`config.mk`:
```
export PLATFORM = sky130hd
export DESIGN_NAME = lip_ctrl
export DESIGN_NICKNAME = d
export VERILOG_FILES = /design/src/hw/lip_pkg.sv /design/src/hw/lip_ctrl.sv /design/src/hw/lip_level_arbiter.sv /design/src/hw/lip_src_pending.sv
export SDC_FILE = /design/constraint.sdc
export NUM_CORES = 1
export LEC_CHECK = 0
export ABC_CLOCK_PERIOD_IN_PS = 3380
export BUFFER_PORTS_ARGS = -buffer_cell sky130_fd_sc_hd__buf_2
export CORE_MARGIN = 2
export CORE_UTILIZATION = 50
export CTS_CLUSTER_SIZE = 25
export DETAILED_ROUTE_END_ITERATION = 8
export PLACE_DENSITY = 0.84
export SLEW_MARGIN = 30
export SYNTH_ARGS = -nofsm -noshare
export SYNTH_HDL_FRONTEND = slang
export SYNTH_HIERARCHICAL = 1
export SYNTH_SLANG_ARGS = --single-unit
```
`constraint.sdc`:
```
create_clock -name clk_sys -period 3.38 [get_ports clk_sys]
set_input_delay 0.507 -clock clk_sys [delete_from_list [all_inputs] [get_ports clk_sys]]
set_output_delay 0.507 -clock clk_sys [all_outputs]
set_load 0.03 [all_outputs]
```
`src/hw/lip_pkg.sv`:
```
// shared constants, types and decode functions of the level interrupt prioritizer
package lip_pkg;

  localparam int LIP_LEVELS = 8;
  localparam int LIP_SRCS   = 23;

  // register offsets
  localparam logic [7:0] LIP_OFS_REQ_STATUS = 8'hDC;
  localparam logic [7:0] LIP_OFS_LEVEL_MASK = 8'hDD;
  localparam logic [7:0] LIP_OFS_SYS_MODE   = 8'hDE;
  localparam logic [7:0] LIP_OFS_LEVEL_PRIO = 8'hFF;

  // reset values (undefined fields come up as zero)
  localparam logic [7:0] LIP_RST_REQ_STATUS = 8'h00;
  localparam logic [7:0] LIP_RST_LEVEL_MASK = 8'h00;
  localparam logic [7:0] LIP_RST_SYS_MODE   = 8'h00;
  localparam logic [7:0] LIP_RST_LEVEL_PRIO = 8'h00;
  localparam logic [7:0] LIP_RD_UNMAPPED    = 8'h00;

  // system mode fields
  localparam int LIP_SYM_GE      = 0;
  localparam int LIP_SYM_FAST_EN = 1;
  localparam int LIP_SYM_FSEL_LO = 2;
  localparam int LIP_SYM_FSEL_HI = 4;
  localparam int LIP_SYM_EXT     = 7;
  localparam logic [7:0] LIP_SYM_WR_MASK = 8'h9F;

  // level priority fields
  localparam int LIP_IPR_A     = 0;
  localparam int LIP_IPR_GRP_L = 1;
  localparam int LIP_IPR_B     = 2;
  localparam int LIP_IPR_B_SUB = 3;
  localparam int LIP_IPR_GRP_M = 4;
  localparam int LIP_IPR_C     = 5;
  localparam int LIP_IPR_GRP_H = 7;

  // source indices, ascending index is ascending vector address
  localparam int LIP_SRC_T0_OVF   = 0;
  localparam int LIP_SRC_T0_MATCH = 1;
  localparam int LIP_SRC_T1_OVF   = 2;
  localparam int LIP_SRC_T1_MATCH = 3;
  localparam int LIP_SRC_CA       = 4;
  localparam int LIP_SRC_T2_OVF   = 5;
  localparam int LIP_SRC_T2_MATCH = 6;
  localparam int LIP_SRC_P2_LO    = 7;
  localparam int LIP_SRC_P2_HI    = 11;
  localparam int LIP_SRC_P0_LO    = 15;
  localparam int LIP_SRC_P0_HI    = 19;

  // sources whose pending flag is cleared by acknowledge
  localparam logic [LIP_SRCS-1:0] LIP_HW_CLEARED = 23'h000035;

  typedef enum logic [2:0] {
    LIP_ORD_ABC = 3'b000,
    LIP_ORD_BCA = 3'b001,
    LIP_ORD_ABC2 = 3'b010,
    LIP_ORD_BAC = 3'b011,
    LIP_ORD_CAB = 3'b100,
    LIP_ORD_CBA = 3'b101,
    LIP_ORD_ACB = 3'b110,
    LIP_ORD_ABC3 = 3'b111
  } lip_grp_ord_t;

  typedef enum logic [0:0] {
    LIP_IDLE    = 1'b0,
    LIP_SERVICE = 1'b1
  } lip_state_t;

  function automatic logic [2:0] lip_src_level(input int unsigned i);
    if (i <= LIP_SRC_T0_MATCH) return 3'h0;
    else if (i <= LIP_SRC_T1_MATCH) return 3'h1;
    else if (i == LIP_SRC_CA) return 3'h2;
    else if (i <= LIP_SRC_T2_MATCH) return 3'h3;
    else if (i < LIP_SRC_P2_HI) return 3'h4;
    else if (i < LIP_SRC_P0_LO) return 3'h5;
    else if (i < LIP_SRC_P0_HI) return 3'h6;
    else return 3'h7;
  endfunction : lip_src_level

endpackage : lip_pkg

```
`src/hw/lip_ctrl.sv`:
```
// level interrupt prioritizer: system registers, request path and cpu handshake
//
// Functional notes
// bit 0 of mode is global enable
// reset clears mode bits 7, 1, 0
// mode bits 4..2 pick fast level
// mask bit n gates level n
// levels grouped A(0,1) B(2-4) C(5-7)
// priority bits 7,4,1 order groups
// priority bit 5 orders group C
// bits 2 and 3 order group B
// priority bit 0 orders levels 0, 1
// within level, lowest vector source wins
// status bit n shows level n request
// reset clears request status
// disabled requests still recorded, not serviced
// hardware pending set, request, ack clears
// hardware type only on four sources
// software pending stays until zero written
// fixed source to level mapping
// overflow has enable only, match both
// software changes source bits after disable
// accept clears enable, return sets it
// service needs enable, mask, win, source
// mode bit 1 enables fast handling
// own table for other priority codes
`timescale 1ns/1ps
module lip_ctrl import lip_pkg::*; (
  // clock and reset
  input  wire logic                clk_sys,
  input  wire logic                sys_rst,
  // register port
  input  wire logic [7:0]          reg_addr,
  input  wire logic [7:0]          reg_wdata,
  input  wire logic                reg_wr,
  input  wire logic                reg_rd,
  output logic      [7:0]          reg_rdata,
  // cpu core
  input  wire logic                global_on_instruction,
  input  wire logic                global_off_instruction,
  input  wire logic                cpu_acknowledge,
  input  wire logic                interrupt_return,
  output logic                     int_request,
  output logic      [2:0]          int_level,
  output logic      [4:0]          int_source,
  output logic                     int_fast,
  output logic                     int_in_service,
  // peripheral sources
  input  wire logic [LIP_SRCS-1:0] src_event,
  input  wire logic [LIP_SRCS-1:0] src_enable,
  input  wire logic [LIP_SRCS-1:0] src_sw_clear,
  output logic      [LIP_SRCS-1:0] src_sw_pending
);

  logic [7:0]          level_mask_q;
  logic [7:0]          system_mode_q;
  logic [7:0]          level_priority_q;
  logic [7:0]          request_status;
  logic [7:0]          qual_req;
  logic [LIP_SRCS-1:0] src_pending;
  logic [LIP_SRCS-1:0] src_active;
  logic                win_valid;
  logic [2:0]          win_level;
  logic [4:0]          win_src;
  logic                accept;
  logic                req_d;
  logic                req_q;
  logic [2:0]          lvl_q;
  logic [4:0]          src_q;
  logic                fast_q;
  logic [7:0]          rdata_q;
  lip_state_t          state_q;
  lip_state_t          state_d;

  ////////////////////////////////////////////////////////////////////////////
  // address decode, shared by read and write paths
  function automatic logic hit(input logic [7:0] a, input logic [7:0] ofs);
    return a == ofs;
  endfunction : hit

  // lowest source index of a level that is active
  function automatic logic [4:0] first_src(input logic [LIP_SRCS-1:0] act, input logic [2:0] lvl);
    logic [4:0] r;
    r = 5'h00;
    for (int i = LIP_SRCS - 1; i >= 0; i--) begin
      if (act[i] && lip_src_level(i) == lvl) begin
        r = 5'(i);
      end
    end
    return r;
  endfunction : first_src

  ////////////////////////////////////////////////////////////////////////////
  // source pending flags
  lip_src_pending #(
    .N (LIP_SRCS)
  ) u_pending (
    .clk_sys      (clk_sys),
    .sys_rst      (sys_rst),
    .src_event    (src_event),
    .src_sw_clear (src_sw_clear),
    .ack_pulse    (accept),
    .ack_src      (src_q),
    .src_pending  (src_pending)
  );

  // overflow and counter sources carry no visible pending bit
  assign src_sw_pending = src_pending & ~LIP_HW_CLEARED;
  assign src_active     = src_pending & src_enable;

  // level status, recorded even while global enable is off
  always_comb begin
    request_status = LIP_RST_REQ_STATUS;
    for (int i = 0; i < LIP_SRCS; i++) begin
      if (src_active[i]) begin
        request_status[lip_src_level(i)] = 1'b1;
      end
    end
  end

  assign qual_req = request_status & level_mask_q;

  ////////////////////////////////////////////////////////////////////////////
  // level arbitration
  lip_level_arbiter u_arbiter (
    .clk_sys        (clk_sys),
    .sys_rst        (sys_rst),
    .level_req      (qual_req),
    .level_priority (level_priority_q),
    .win_valid      (win_valid),
    .win_level      (win_level)
  );

  assign win_src = first_src(src_active, win_level);

  ////////////////////////////////////////////////////////////////////////////
  // request to the cpu
  assign accept = cpu_acknowledge && req_q;
  assign req_d  = system_mode_q[LIP_SYM_GE] && win_valid && !accept;

  always_ff @(posedge clk_sys or posedge sys_rst) begin
    if (sys_rst) begin
      req_q  <= 1'b0;
      lvl_q  <= 3'h0;
      src_q  <= 5'h00;
      fast_q <= 1'b0;
    end else begin
      req_q  <= req_d;
      lvl_q  <= win_level;
      src_q  <= win_src;
      fast_q <= system_mode_q[LIP_SYM_FAST_EN] &&
                system_mode_q[LIP_SYM_FSEL_HI:LIP_SYM_FSEL_LO] == win_level;
    end
  end

  assign int_request    = req_q;
  assign int_level      = lvl_q;
  assign int_source     = src_q;
  assign int_fast       = fast_q;
  assign int_in_service = (state_q == LIP_SERVICE);

  ////////////////////////////////////////////////////////////////////////////
  // service state
  always_comb begin
    case (state_q)
      LIP_IDLE:    state_d = accept ? LIP_SERVICE : LIP_IDLE;
      LIP_SERVICE: state_d = interrupt_return ? LIP_IDLE : LIP_SERVICE;
      default:     state_d = LIP_IDLE;
    endcase
  end

  always_ff @(posedge clk_sys or posedge sys_rst) begin
    if (sys_rst) begin
      state_q <= LIP_IDLE;
    end else begin
      state_q <= state_d;
    end
  end

  ////////////////////////////////////////////////////////////////////////////
  // system mode register
  always_ff @(posedge clk_sys or posedge sys_rst) begin
    if (sys_rst) begin
      system_mode_q <= LIP_RST_SYS_MODE;
    end else begin
      if (reg_wr && hit(reg_addr, LIP_OFS_SYS_MODE)) begin
        system_mode_q <= reg_wdata & LIP_SYM_WR_MASK;
      end
      if (global_off_instruction) begin
        system_mode_q[LIP_SYM_GE] <= 1'b0;
      end
      if (global_on_instruction || interrupt_return) begin
        system_mode_q[LIP_SYM_GE] <= 1'b1;
      end
      if (accept) begin
        system_mode_q[LIP_SYM_GE] <= 1'b0;
      end
    end
  end

  // mask and priority registers
  always_ff @(posedge clk_sys or posedge sys_rst) begin
    if (sys_rst) begin
      level_mask_q <= LIP_RST_LEVEL_MASK;
    end else if (reg_wr && hit(reg_addr, LIP_OFS_LEVEL_MASK)) begin
      level_mask_q <= reg_wdata;
    end
  end

  always_ff @(posedge clk_sys or posedge sys_rst) begin
    if (sys_rst) begin
      level_priority_q <= LIP_RST_LEVEL_PRIO;
    end else if (reg_wr && hit(reg_addr, LIP_OFS_LEVEL_PRIO)) begin
      level_priority_q <= reg_wdata;
    end
  end

  ////////////////////////////////////////////////////////////////////////////
  // read path, status is read only
  always_ff @(posedge clk_sys or posedge sys_rst) begin
    if (sys_rst) begin
      rdata_q <= LIP_RD_UNMAPPED;
    end else if (reg_rd) begin
      if (hit(reg_addr, LIP_OFS_REQ_STATUS)) begin
        rdata_q <= request_status;
      end else if (hit(reg_addr, LIP_OFS_LEVEL_MASK)) begin
        rdata_q <= level_mask_q;
      end else if (hit(reg_addr, LIP_OFS_SYS_MODE)) begin
        rdata_q <= system_mode_q;
      end else if (hit(reg_addr, LIP_OFS_LEVEL_PRIO)) begin
        rdata_q <= level_priority_q;
      end else begin
        rdata_q <= LIP_RD_UNMAPPED;
      end
    end
  end

  assign reg_rdata = rdata_q;
endmodule : lip_ctrl

```
`src/hw/lip_level_arbiter.sv`:
```
// group and subgroup priority arbitration among the eight levels
`timescale 1ns/1ps
module lip_level_arbiter import lip_pkg::*; (
  // clock and reset, for checks only
  input  wire logic       clk_sys,
  input  wire logic       sys_rst,
  // requests and priority setting
  input  wire logic [7:0] level_req,
  input  wire logic [7:0] level_priority,
  // winner
  output logic            win_valid,
  output logic      [2:0] win_level
);

  logic       va, vb, vc;
  logic [2:0] la, lb, lc;
  logic [2:0] grp_code;

  always_comb begin
    va = |level_req[1:0];
    la = (level_priority[LIP_IPR_A] ? !level_req[1] : level_req[0]) ? 3'h0 : 3'h1;
    vb = |level_req[4:2];
    lb = level_priority[LIP_IPR_B_SUB] ? (level_req[4] ? 3'h4 : 3'h3)
                                       : (level_req[3] ? 3'h3 : 3'h4);
    if (level_req[2] && (!level_priority[LIP_IPR_B] || !(|level_req[4:3]))) begin
      lb = 3'h2;
    end
    vc = |level_req[7:5];
    if (!level_priority[LIP_IPR_C]) begin
      lc = level_req[5] ? 3'h5 : (level_req[6] ? 3'h6 : 3'h7);
    end else begin
      lc = level_req[7] ? 3'h7 : (level_req[6] ? 3'h6 : 3'h5);
    end
    grp_code = {level_priority[LIP_IPR_GRP_H], level_priority[LIP_IPR_GRP_M], level_priority[LIP_IPR_GRP_L]};
    win_valid = va || vb || vc;
    case (lip_grp_ord_t'(grp_code))
      LIP_ORD_BCA: win_level = vb ? lb : (vc ? lc : la);
      LIP_ORD_CBA: win_level = vc ? lc : (vb ? lb : la);
      LIP_ORD_BAC: win_level = vb ? lb : (va ? la : lc);
      LIP_ORD_CAB: win_level = vc ? lc : (va ? la : lb);
      LIP_ORD_ACB: win_level = va ? la : (vc ? lc : lb);
      default:     win_level = va ? la : (vb ? lb : lc);
    endcase
  end
endmodule : lip_level_arbiter

```
`src/hw/lip_src_pending.sv`:
```
// per-source pending flags of both clearing types
`timescale 1ns/1ps
module lip_src_pending import lip_pkg::*; #(
  parameter int N = LIP_SRCS
) (
  // clock and reset
  input  wire logic         clk_sys,
  input  wire logic         sys_rst,
  // source side
  input  wire logic [N-1:0] src_event,
  input  wire logic [N-1:0] src_sw_clear,
  // acknowledge side
  input  wire logic         ack_pulse,
  input  wire logic [4:0]   ack_src,
  // flags
  output logic      [N-1:0] src_pending
);

  for (genvar i = 0; i < N; i++) begin : g_src
    logic clr;
    assign clr = LIP_HW_CLEARED[i] ? (ack_pulse && ack_src == 5'(i)) : src_sw_clear[i];
    always_ff @(posedge clk_sys or posedge sys_rst) begin
      if (sys_rst) begin
        src_pending[i] <= 1'b0;
      end else if (src_event[i]) begin
        src_pending[i] <= 1'b1;
      end else if (clr) begin
        src_pending[i] <= 1'b0;
      end
    end
  end
endmodule : lip_src_pending

```
# Word-level counts from Yosys, hierarchy flattened
# Cells that the tools add are included.
[classes]
order_cmp = 46
n_eq_ne = 20
mux = 196
bitwise = 25
reduce_logical = 96
[op_table]
columns = ["op", "n"]
rows = [
  ["$mux W8", 27],
  ["$or A8 B8 Y8", 22],
  ["$mux W3", 42],
  ["$mux W5", 23],
  ["$lt A3 B4 Y1 const B", 23],
  ["$mux W1", 78],
  ["$demux W1 S3", 23],
  ["$ge A3 B1 Y1 const B", 23],
  ["$logic_and A1 B1 Y1", 58],
  ["$reduce_bool A2 Y1", 23],
  ["$eq A8 B8 Y1 const B", 4],
  ["$and A23 B23 Y23", 1],
  ["$pmux W3 S5", 1],
  ["$eq A3 B3 Y1 const A", 4],
  ["$eq A5 B3 Y1 const B", 2],
  ["$eq A3 B3 Y1 const B", 3],
  ["$and A8 B8 Y8", 1],
  ["$eq A2 B3 Y1 const A", 2],
  ["$reduce_or A3 Y1", 2],
  ["$eq A5 B2 Y1 const B", 1],
  ["$logic_not A5 Y1", 1],
  ["$logic_not A1 Y1", 4],
  ["$logic_or A1 B1 Y1", 4],
  ["$reduce_bool A4 Y1", 1],
  ["other kinds (9)", 10],
]
[totals]
ff_bits = 64
wordCells = 416

# Longest topological paths before layout
[depth]
depth_word = 85
depth_mapped = 15
depth_no_buf = 14

# Hierarchy
# The synthesis kept the hierarchy.
[modules_own_cells]
columns = ["module", "n_inst", "cells_per_inst", "area_each_um2", "seq_area_each_um2"]
rows = [
  ["lip_ctrl", 1, 242, 2344.7, 1026.0],
  ["lip_src_pending", 1, 76, 890.9, 575.6],
  ["lip_level_arbiter", 1, 65, 389.1, 0.0],
]

# Worst setup path before layout
# OpenSTA, ideal clock, no wires.
[synth_timing]
kind = "register -> register"
startpoint = "reg u_pending.src_pending[20]"
endpoint = "reg src_q[1] (netlist: int_source[1])"
setup_time_ns = 0.126
arrival_time_ns = 3.149
t_required_ns = 3.254
setup_slack_ns = 0.105
path_stages_with_launch = 14
n_path_buf = 0
cell_sequence = "dfrtp_1 -> a22o_1 -> nand2b_1 -> nand2b_1 -> and2_1 -> or3_4 -> o211ai_1 -> a22oi_1 -> a311o_1 -> nor3b_2 -> nand2_1 -> o211ai_1 -> o21ai_1 -> o32a_1"
[synth_rtl]
columns = ["element", "line_no", "source"]
rows = [
  ["start, declared", "lip_src_pending.sv:16", "output logic [N-1:0] src_pending"],
  ["start signal, assigned by index", "lip_src_pending.sv:24", "src_pending[i] <= 1'b0;"],
  ["start signal, assigned by index", "lip_src_pending.sv:26", "src_pending[i] <= 1'b1;"],
  ["start signal, assigned by index", "lip_src_pending.sv:28", "src_pending[i] <= 1'b0;"],
  ["$and A23 B23 Y23 *", "lip_ctrl.sv:109", "assign src_active = src_pending & src_enable;"],
  ["$mux W8 *", "lip_ctrl.sv:115", "if (src_active[i]) begin"],
  ["$or A8 B8 Y8 (no source line)", "n/a", ""],
  ["$mux W8 *", "lip_ctrl.sv:115", ""],
  ["$or A8 B8 Y8 (no source line)", "n/a", ""],
  ["$mux W8 *", "lip_ctrl.sv:115", ""],
  ["$and A8 B8 Y8 *", "lip_ctrl.sv:121", "assign qual_req = request_status & level_mask_q;"],
  ["named net qual_req[7]", "lip_ctrl.sv:59", "logic [7:0] qual_req;"],
  ["(+2 left out)", "n/a", ""],
  ["$mux W3 (on tied branches) (2 in series)", "n/a", ""],
  ["$pmux W3 S5 *", "lip_level_arbiter.sv:36", "case (lip_grp_ord_t'(grp_code))"],
  ["named net win_level[0]", "lip_ctrl.sv:63", "logic [2:0] win_level;"],
  ["$eq A3 B3 Y1", "lip_ctrl.sv:86", "if (act[i] && lip_src_level(i) == lvl) begin"],
  ["$logic_and A1 B1 Y1", "lip_ctrl.sv:86", ""],
  ["$mux W5 (22 in series)", "lip_ctrl.sv:86", ""],
  ["$mux W5 *", "lip_ctrl.sv:86", ""],
  ["named net win_src[1]", "lip_ctrl.sv:64", "logic [4:0] win_src;"],
  ["end signal, assigned", "lip_ctrl.sv:150", "src_q <= win_src;"],
  ["end, declared", "lip_ctrl.sv:69", "logic [4:0] src_q;"],
]
# Mark *: on every way through the listed nets, which the timed path passes. The rest lies on a longest branch.
# A chain may end at the register's enable or synchronous reset.

# Final worst setup path
[layout_timing]
startpoint = "reg u_pending.src_pending[12]"
endpoint = "reg src_q[1] (netlist: int_source[1])"
[layout_rtl]
columns = ["element", "line_no"]
rows = [
  ["$and A23 B23 Y23 *", "lip_ctrl.sv:109"],
  ["$mux W8 *", "lip_ctrl.sv:115"],
  ["$or A8 B8 Y8 (no source line)", "n/a"],
  ["$mux W8 *", "lip_ctrl.sv:115"],
  ["$or A8 B8 Y8 (no source line)", "n/a"],
  ["$mux W8 *", "lip_ctrl.sv:115"],
  ["$or A8 B8 Y8 (no source line)", "n/a"],
  ["$mux W8 *", "lip_ctrl.sv:115"],
  ["(+15 left out)", "n/a"],
  ["named net qual_req[5]", "lip_ctrl.sv:59"],
  ["(+2 left out)", "n/a"],
  ["$mux W3 (on tied branches) (2 in series)", "n/a"],
  ["$pmux W3 S5 *", "lip_level_arbiter.sv:36"],
  ["named net win_level[0]", "lip_ctrl.sv:63"],
  ["$eq A3 B3 Y1", "lip_ctrl.sv:86"],
  ["$logic_and A1 B1 Y1", "lip_ctrl.sv:86"],
  ["$mux W5 (22 in series)", "lip_ctrl.sv:86"],
  ["$mux W5 *", "lip_ctrl.sv:86"],
  ["named net win_src[1]", "lip_ctrl.sv:64"],
]
# Marked as above.

==> results.ini <==
[run_status]
status=complete, but fails checks
failed_checks=setup timing

[power_and_ir_drop]
p_per_area_mw_per_mm2=506.1
swShare_pct=32.99
p_sw_uw=835.8
power_frac_clock_pct=32.7
leakage_uw=0.002505
combPwrFrac_pct=30.7
finalPower_uw=2533
p_int_uw=1698
seqPwrFrac_pct=36.6
vdd_drop_max_uv=416.5

[clocking]
cts_root_buf=clkbuf_8
path_clk_slew_ns=0.07
tritoncts=yes
cts_hold_buf=0
cts_buffer_depth=2
cts_inserted_buffers=9
cts_sinks=64
cts_htree_levels=3
clk_latency_ns=0.35

[timing]
max_slew.worst_pin.slew_ns=0.8119
slew_headroom_pct=45.54
slew_violations=0
fin_crit_sh_pct=101.6
rsz0062_at_grt=true
fin_crit_ns=3.435
setup-violations-final=2
finalHoldViolations=0
fin_skew_ns=0.01001
setup_ws_ns=-0.05535
max_freq_ghz=0.2911

[worst_setup_path]
critPathCaptureType=flip-flop
r2r_cells=15
crit_path_max_fanout=6
start_kind=flip-flop
required_ns=3.61
criticalPathCategory=reg -> reg
cp.arrival_ns=3.67

[floorplanning]
io_pins=135
die_area_mm2=0.007947
core_area_mm2=0.007137
start_util_pct=50.79
die_y_um=89.15
rows=31
die_w_um=89.15

[finish]
layout-drive-gt1-share_pct=42.09
nets=644
syn_to_final_growth_pct=38.11
fin_cells=655
antenna_cells=0

[drt]
wl_per_cell_um=16.59
drcViolationCount=0
ant_nets=0
routed-via-count=3724
routed_via_density=5.685
routed_wl_mm=10.87
drt_pass1_iterations=6
drt_iter0_drc=303

[logic_synthesis]
synth-edff-count=0
ys_warn_count=6
synth_flop_cell=dfrtp_1
synth_area_per_cell_um2=9.464
async_flop_share_pct=100.0
ys_types=61
syn_area_mm2=0.003625
synth_cells=383
ys_seq_area_share_pct=44.18
ys_seq_elements=64

[global_routing]
grt_max_degree=42
grt.overflow.total=0
grt_first_pass_wirelength_mm=16.34
first_global_vias=3450
antenna_found_initial=0
grt_usage_pct=27.36

[placement]
dp_hpwl_mm=7.926
dp_slack_ns=-0.1861
routabilityCongestion=0.9234
port_buffers=126
numPlacedInstances=631

[min_path]
hold_class=in -> async

[run]
cap_viol_max_count=0

-- metrics by stage --
step	util [%]	TNS, ns	hold WS, ns	cell area, um^2
after floorplan	-	0	0.4787	3636
after global placement	64.20	-0.2652	0.4557	4582
after detailed placement	64.20	-0.5288	0.4682	4582
after CTS	68.00	0	0.3009	4853
after global routing	70.14	-0.4863	0.2538	5006
final	70.14	-0.05897	0.2097	5006
-- synth_stat cells, types with 7 or more instances --
library cell,instances,share of area (%)
nor2_1,31,3.2
nor3_1,7,0.97
a21oi_1,22,3.0
dfrtp_1,64,44
a22oi_1,15,3.1
mux2_1,8,2.5
and2_1,9,1.6
nand3_1,8,1.1
buf_2,7,0.97
mux2_2,13,4.0
a21o_1,19,3.9
inv_1,27,2.8
o21ai_0,13,1.8
buf_4,7,1.4
nand2_1,37,3.8
-- worst max-delay path, stage by stage (launching register included) --
cell and delay [ns]:
dfrtp_1 0.44, a22oi_2 0.20, and2_4 0.18, nand2_2 0.05, and2_4 0.17, nor2b_4 0.12, nand3b_1 0.28, a211oi_2 0.29
o32ai_2 0.11, a311o_1 0.38, buf_6 0.15, nand3b_1 0.25, nor2_2 0.09, a31oi_1 0.18, o21ai_1 0.08, o32a_1 0.34
-- flip-flops by register name, summed over array words and instances, names as in the netlist --
register,cells
level_priority_q,8
int_request,1
reg_rdata,8
int_source,5
level_mask_q,8
int_fast,1
int_level,3
int_in_service,1
system_mode_q,6
u_pending/src_pending,23
-- power by group through the flow --
stage	logic, uW	clock network [uW]	registers (uW)
global route	835	879	937
global placement	692	0	933
CTS	718	841	925
finish	779	828	927
floorplan	316	0	1050
detailed placement	707	0	938
-- worst paths after layout --
| check | startpoint | endpoint | slack (ns) |
|---|---|---|---|
| worst min-delay path | sys_rst | u_pending/src_pending[22] | 0.21 |
| worst max register to register | u_pending/src_pending[12] | int_source[1] | -0.06 |
| worst max-delay path | u_pending/src_pending[12] | int_source[1] | -0.06 |
| max in group asynchronous | sys_rst | level_mask_q[1] | 2.73 |
| worst min register to register | int_in_service | int_in_service | 0.47 |
| min in group clk_sys | src_event[7] | u_pending/src_pending[7] | 0.32 |
-- routing by layer --
metal / routed length, um / global-route usage (%) / vias up / part of all wire, %
met3: 737 / 4.986 / 32 / 6.8
li1: - / - / 1724 / -
met2: 5404 / 45.52 / 181 / 50
met5: 0 / 0 / - / 0
met1: 4397 / 35.01 / 1787 / 40
met4: 325 / 11.80 / 0 / 3.0
-- final cells by class --
cell class                      count  area [um^2]
Timing Repair Buffer              171        982.2
Multi-Input combinational cell    278         1943
Inverter                           27        101.3
Sequential cell                    64         1602
Fill cell                         543         2131
Tap cell                           99        123.9
Clock buffer                       11        151.4
Clock inverter                      5        102.6
-- layout by cell type, fill, tap and decap left out, types with 4 or more instances in the layout --
cell type	instances
a21o_1	19
a21oi_1	19
a22o_1	6
a22oi_1	14
a31oi_1	5
and2_1	5
and2_4	4
and3_1	5
buf_2	127
buf_4	42
clkbuf_8	11
conb_1	4
dfrtp_1	64
inv_1	26
mux2_1	8
mux2_2	13
mux2i_1	4
nand2_1	34
nand3_1	8
nor2_1	30
nor2b_1	5
nor3_1	5
o211ai_1	4
o21ai_0	12
o21ai_1	4
-- kinds of logic after synthesis --
family | after synthesis | share of synthesized area, %
muxes | 25 | 7.629
xor gates and xnor gates | 3 | 0.7250
DFF | 64 | 44.18
other | 1 | 0.1035
and+or+nand+nor | 125 | 18.57
buffers and inverters | 44 | 5.523
AOI/OAI and AO/OA | 121 | 23.27
-- timing repair --
action / 4_1_cts / 5_1_grt
gates resized for setup: 2 / 24
cloned: 0 / 1
setup endpoints to repair: 2 / 5
pin swaps: 2 / 12
setup buffers: 1 / 6
Note: power is estimated with default switching activity, not from simulation.
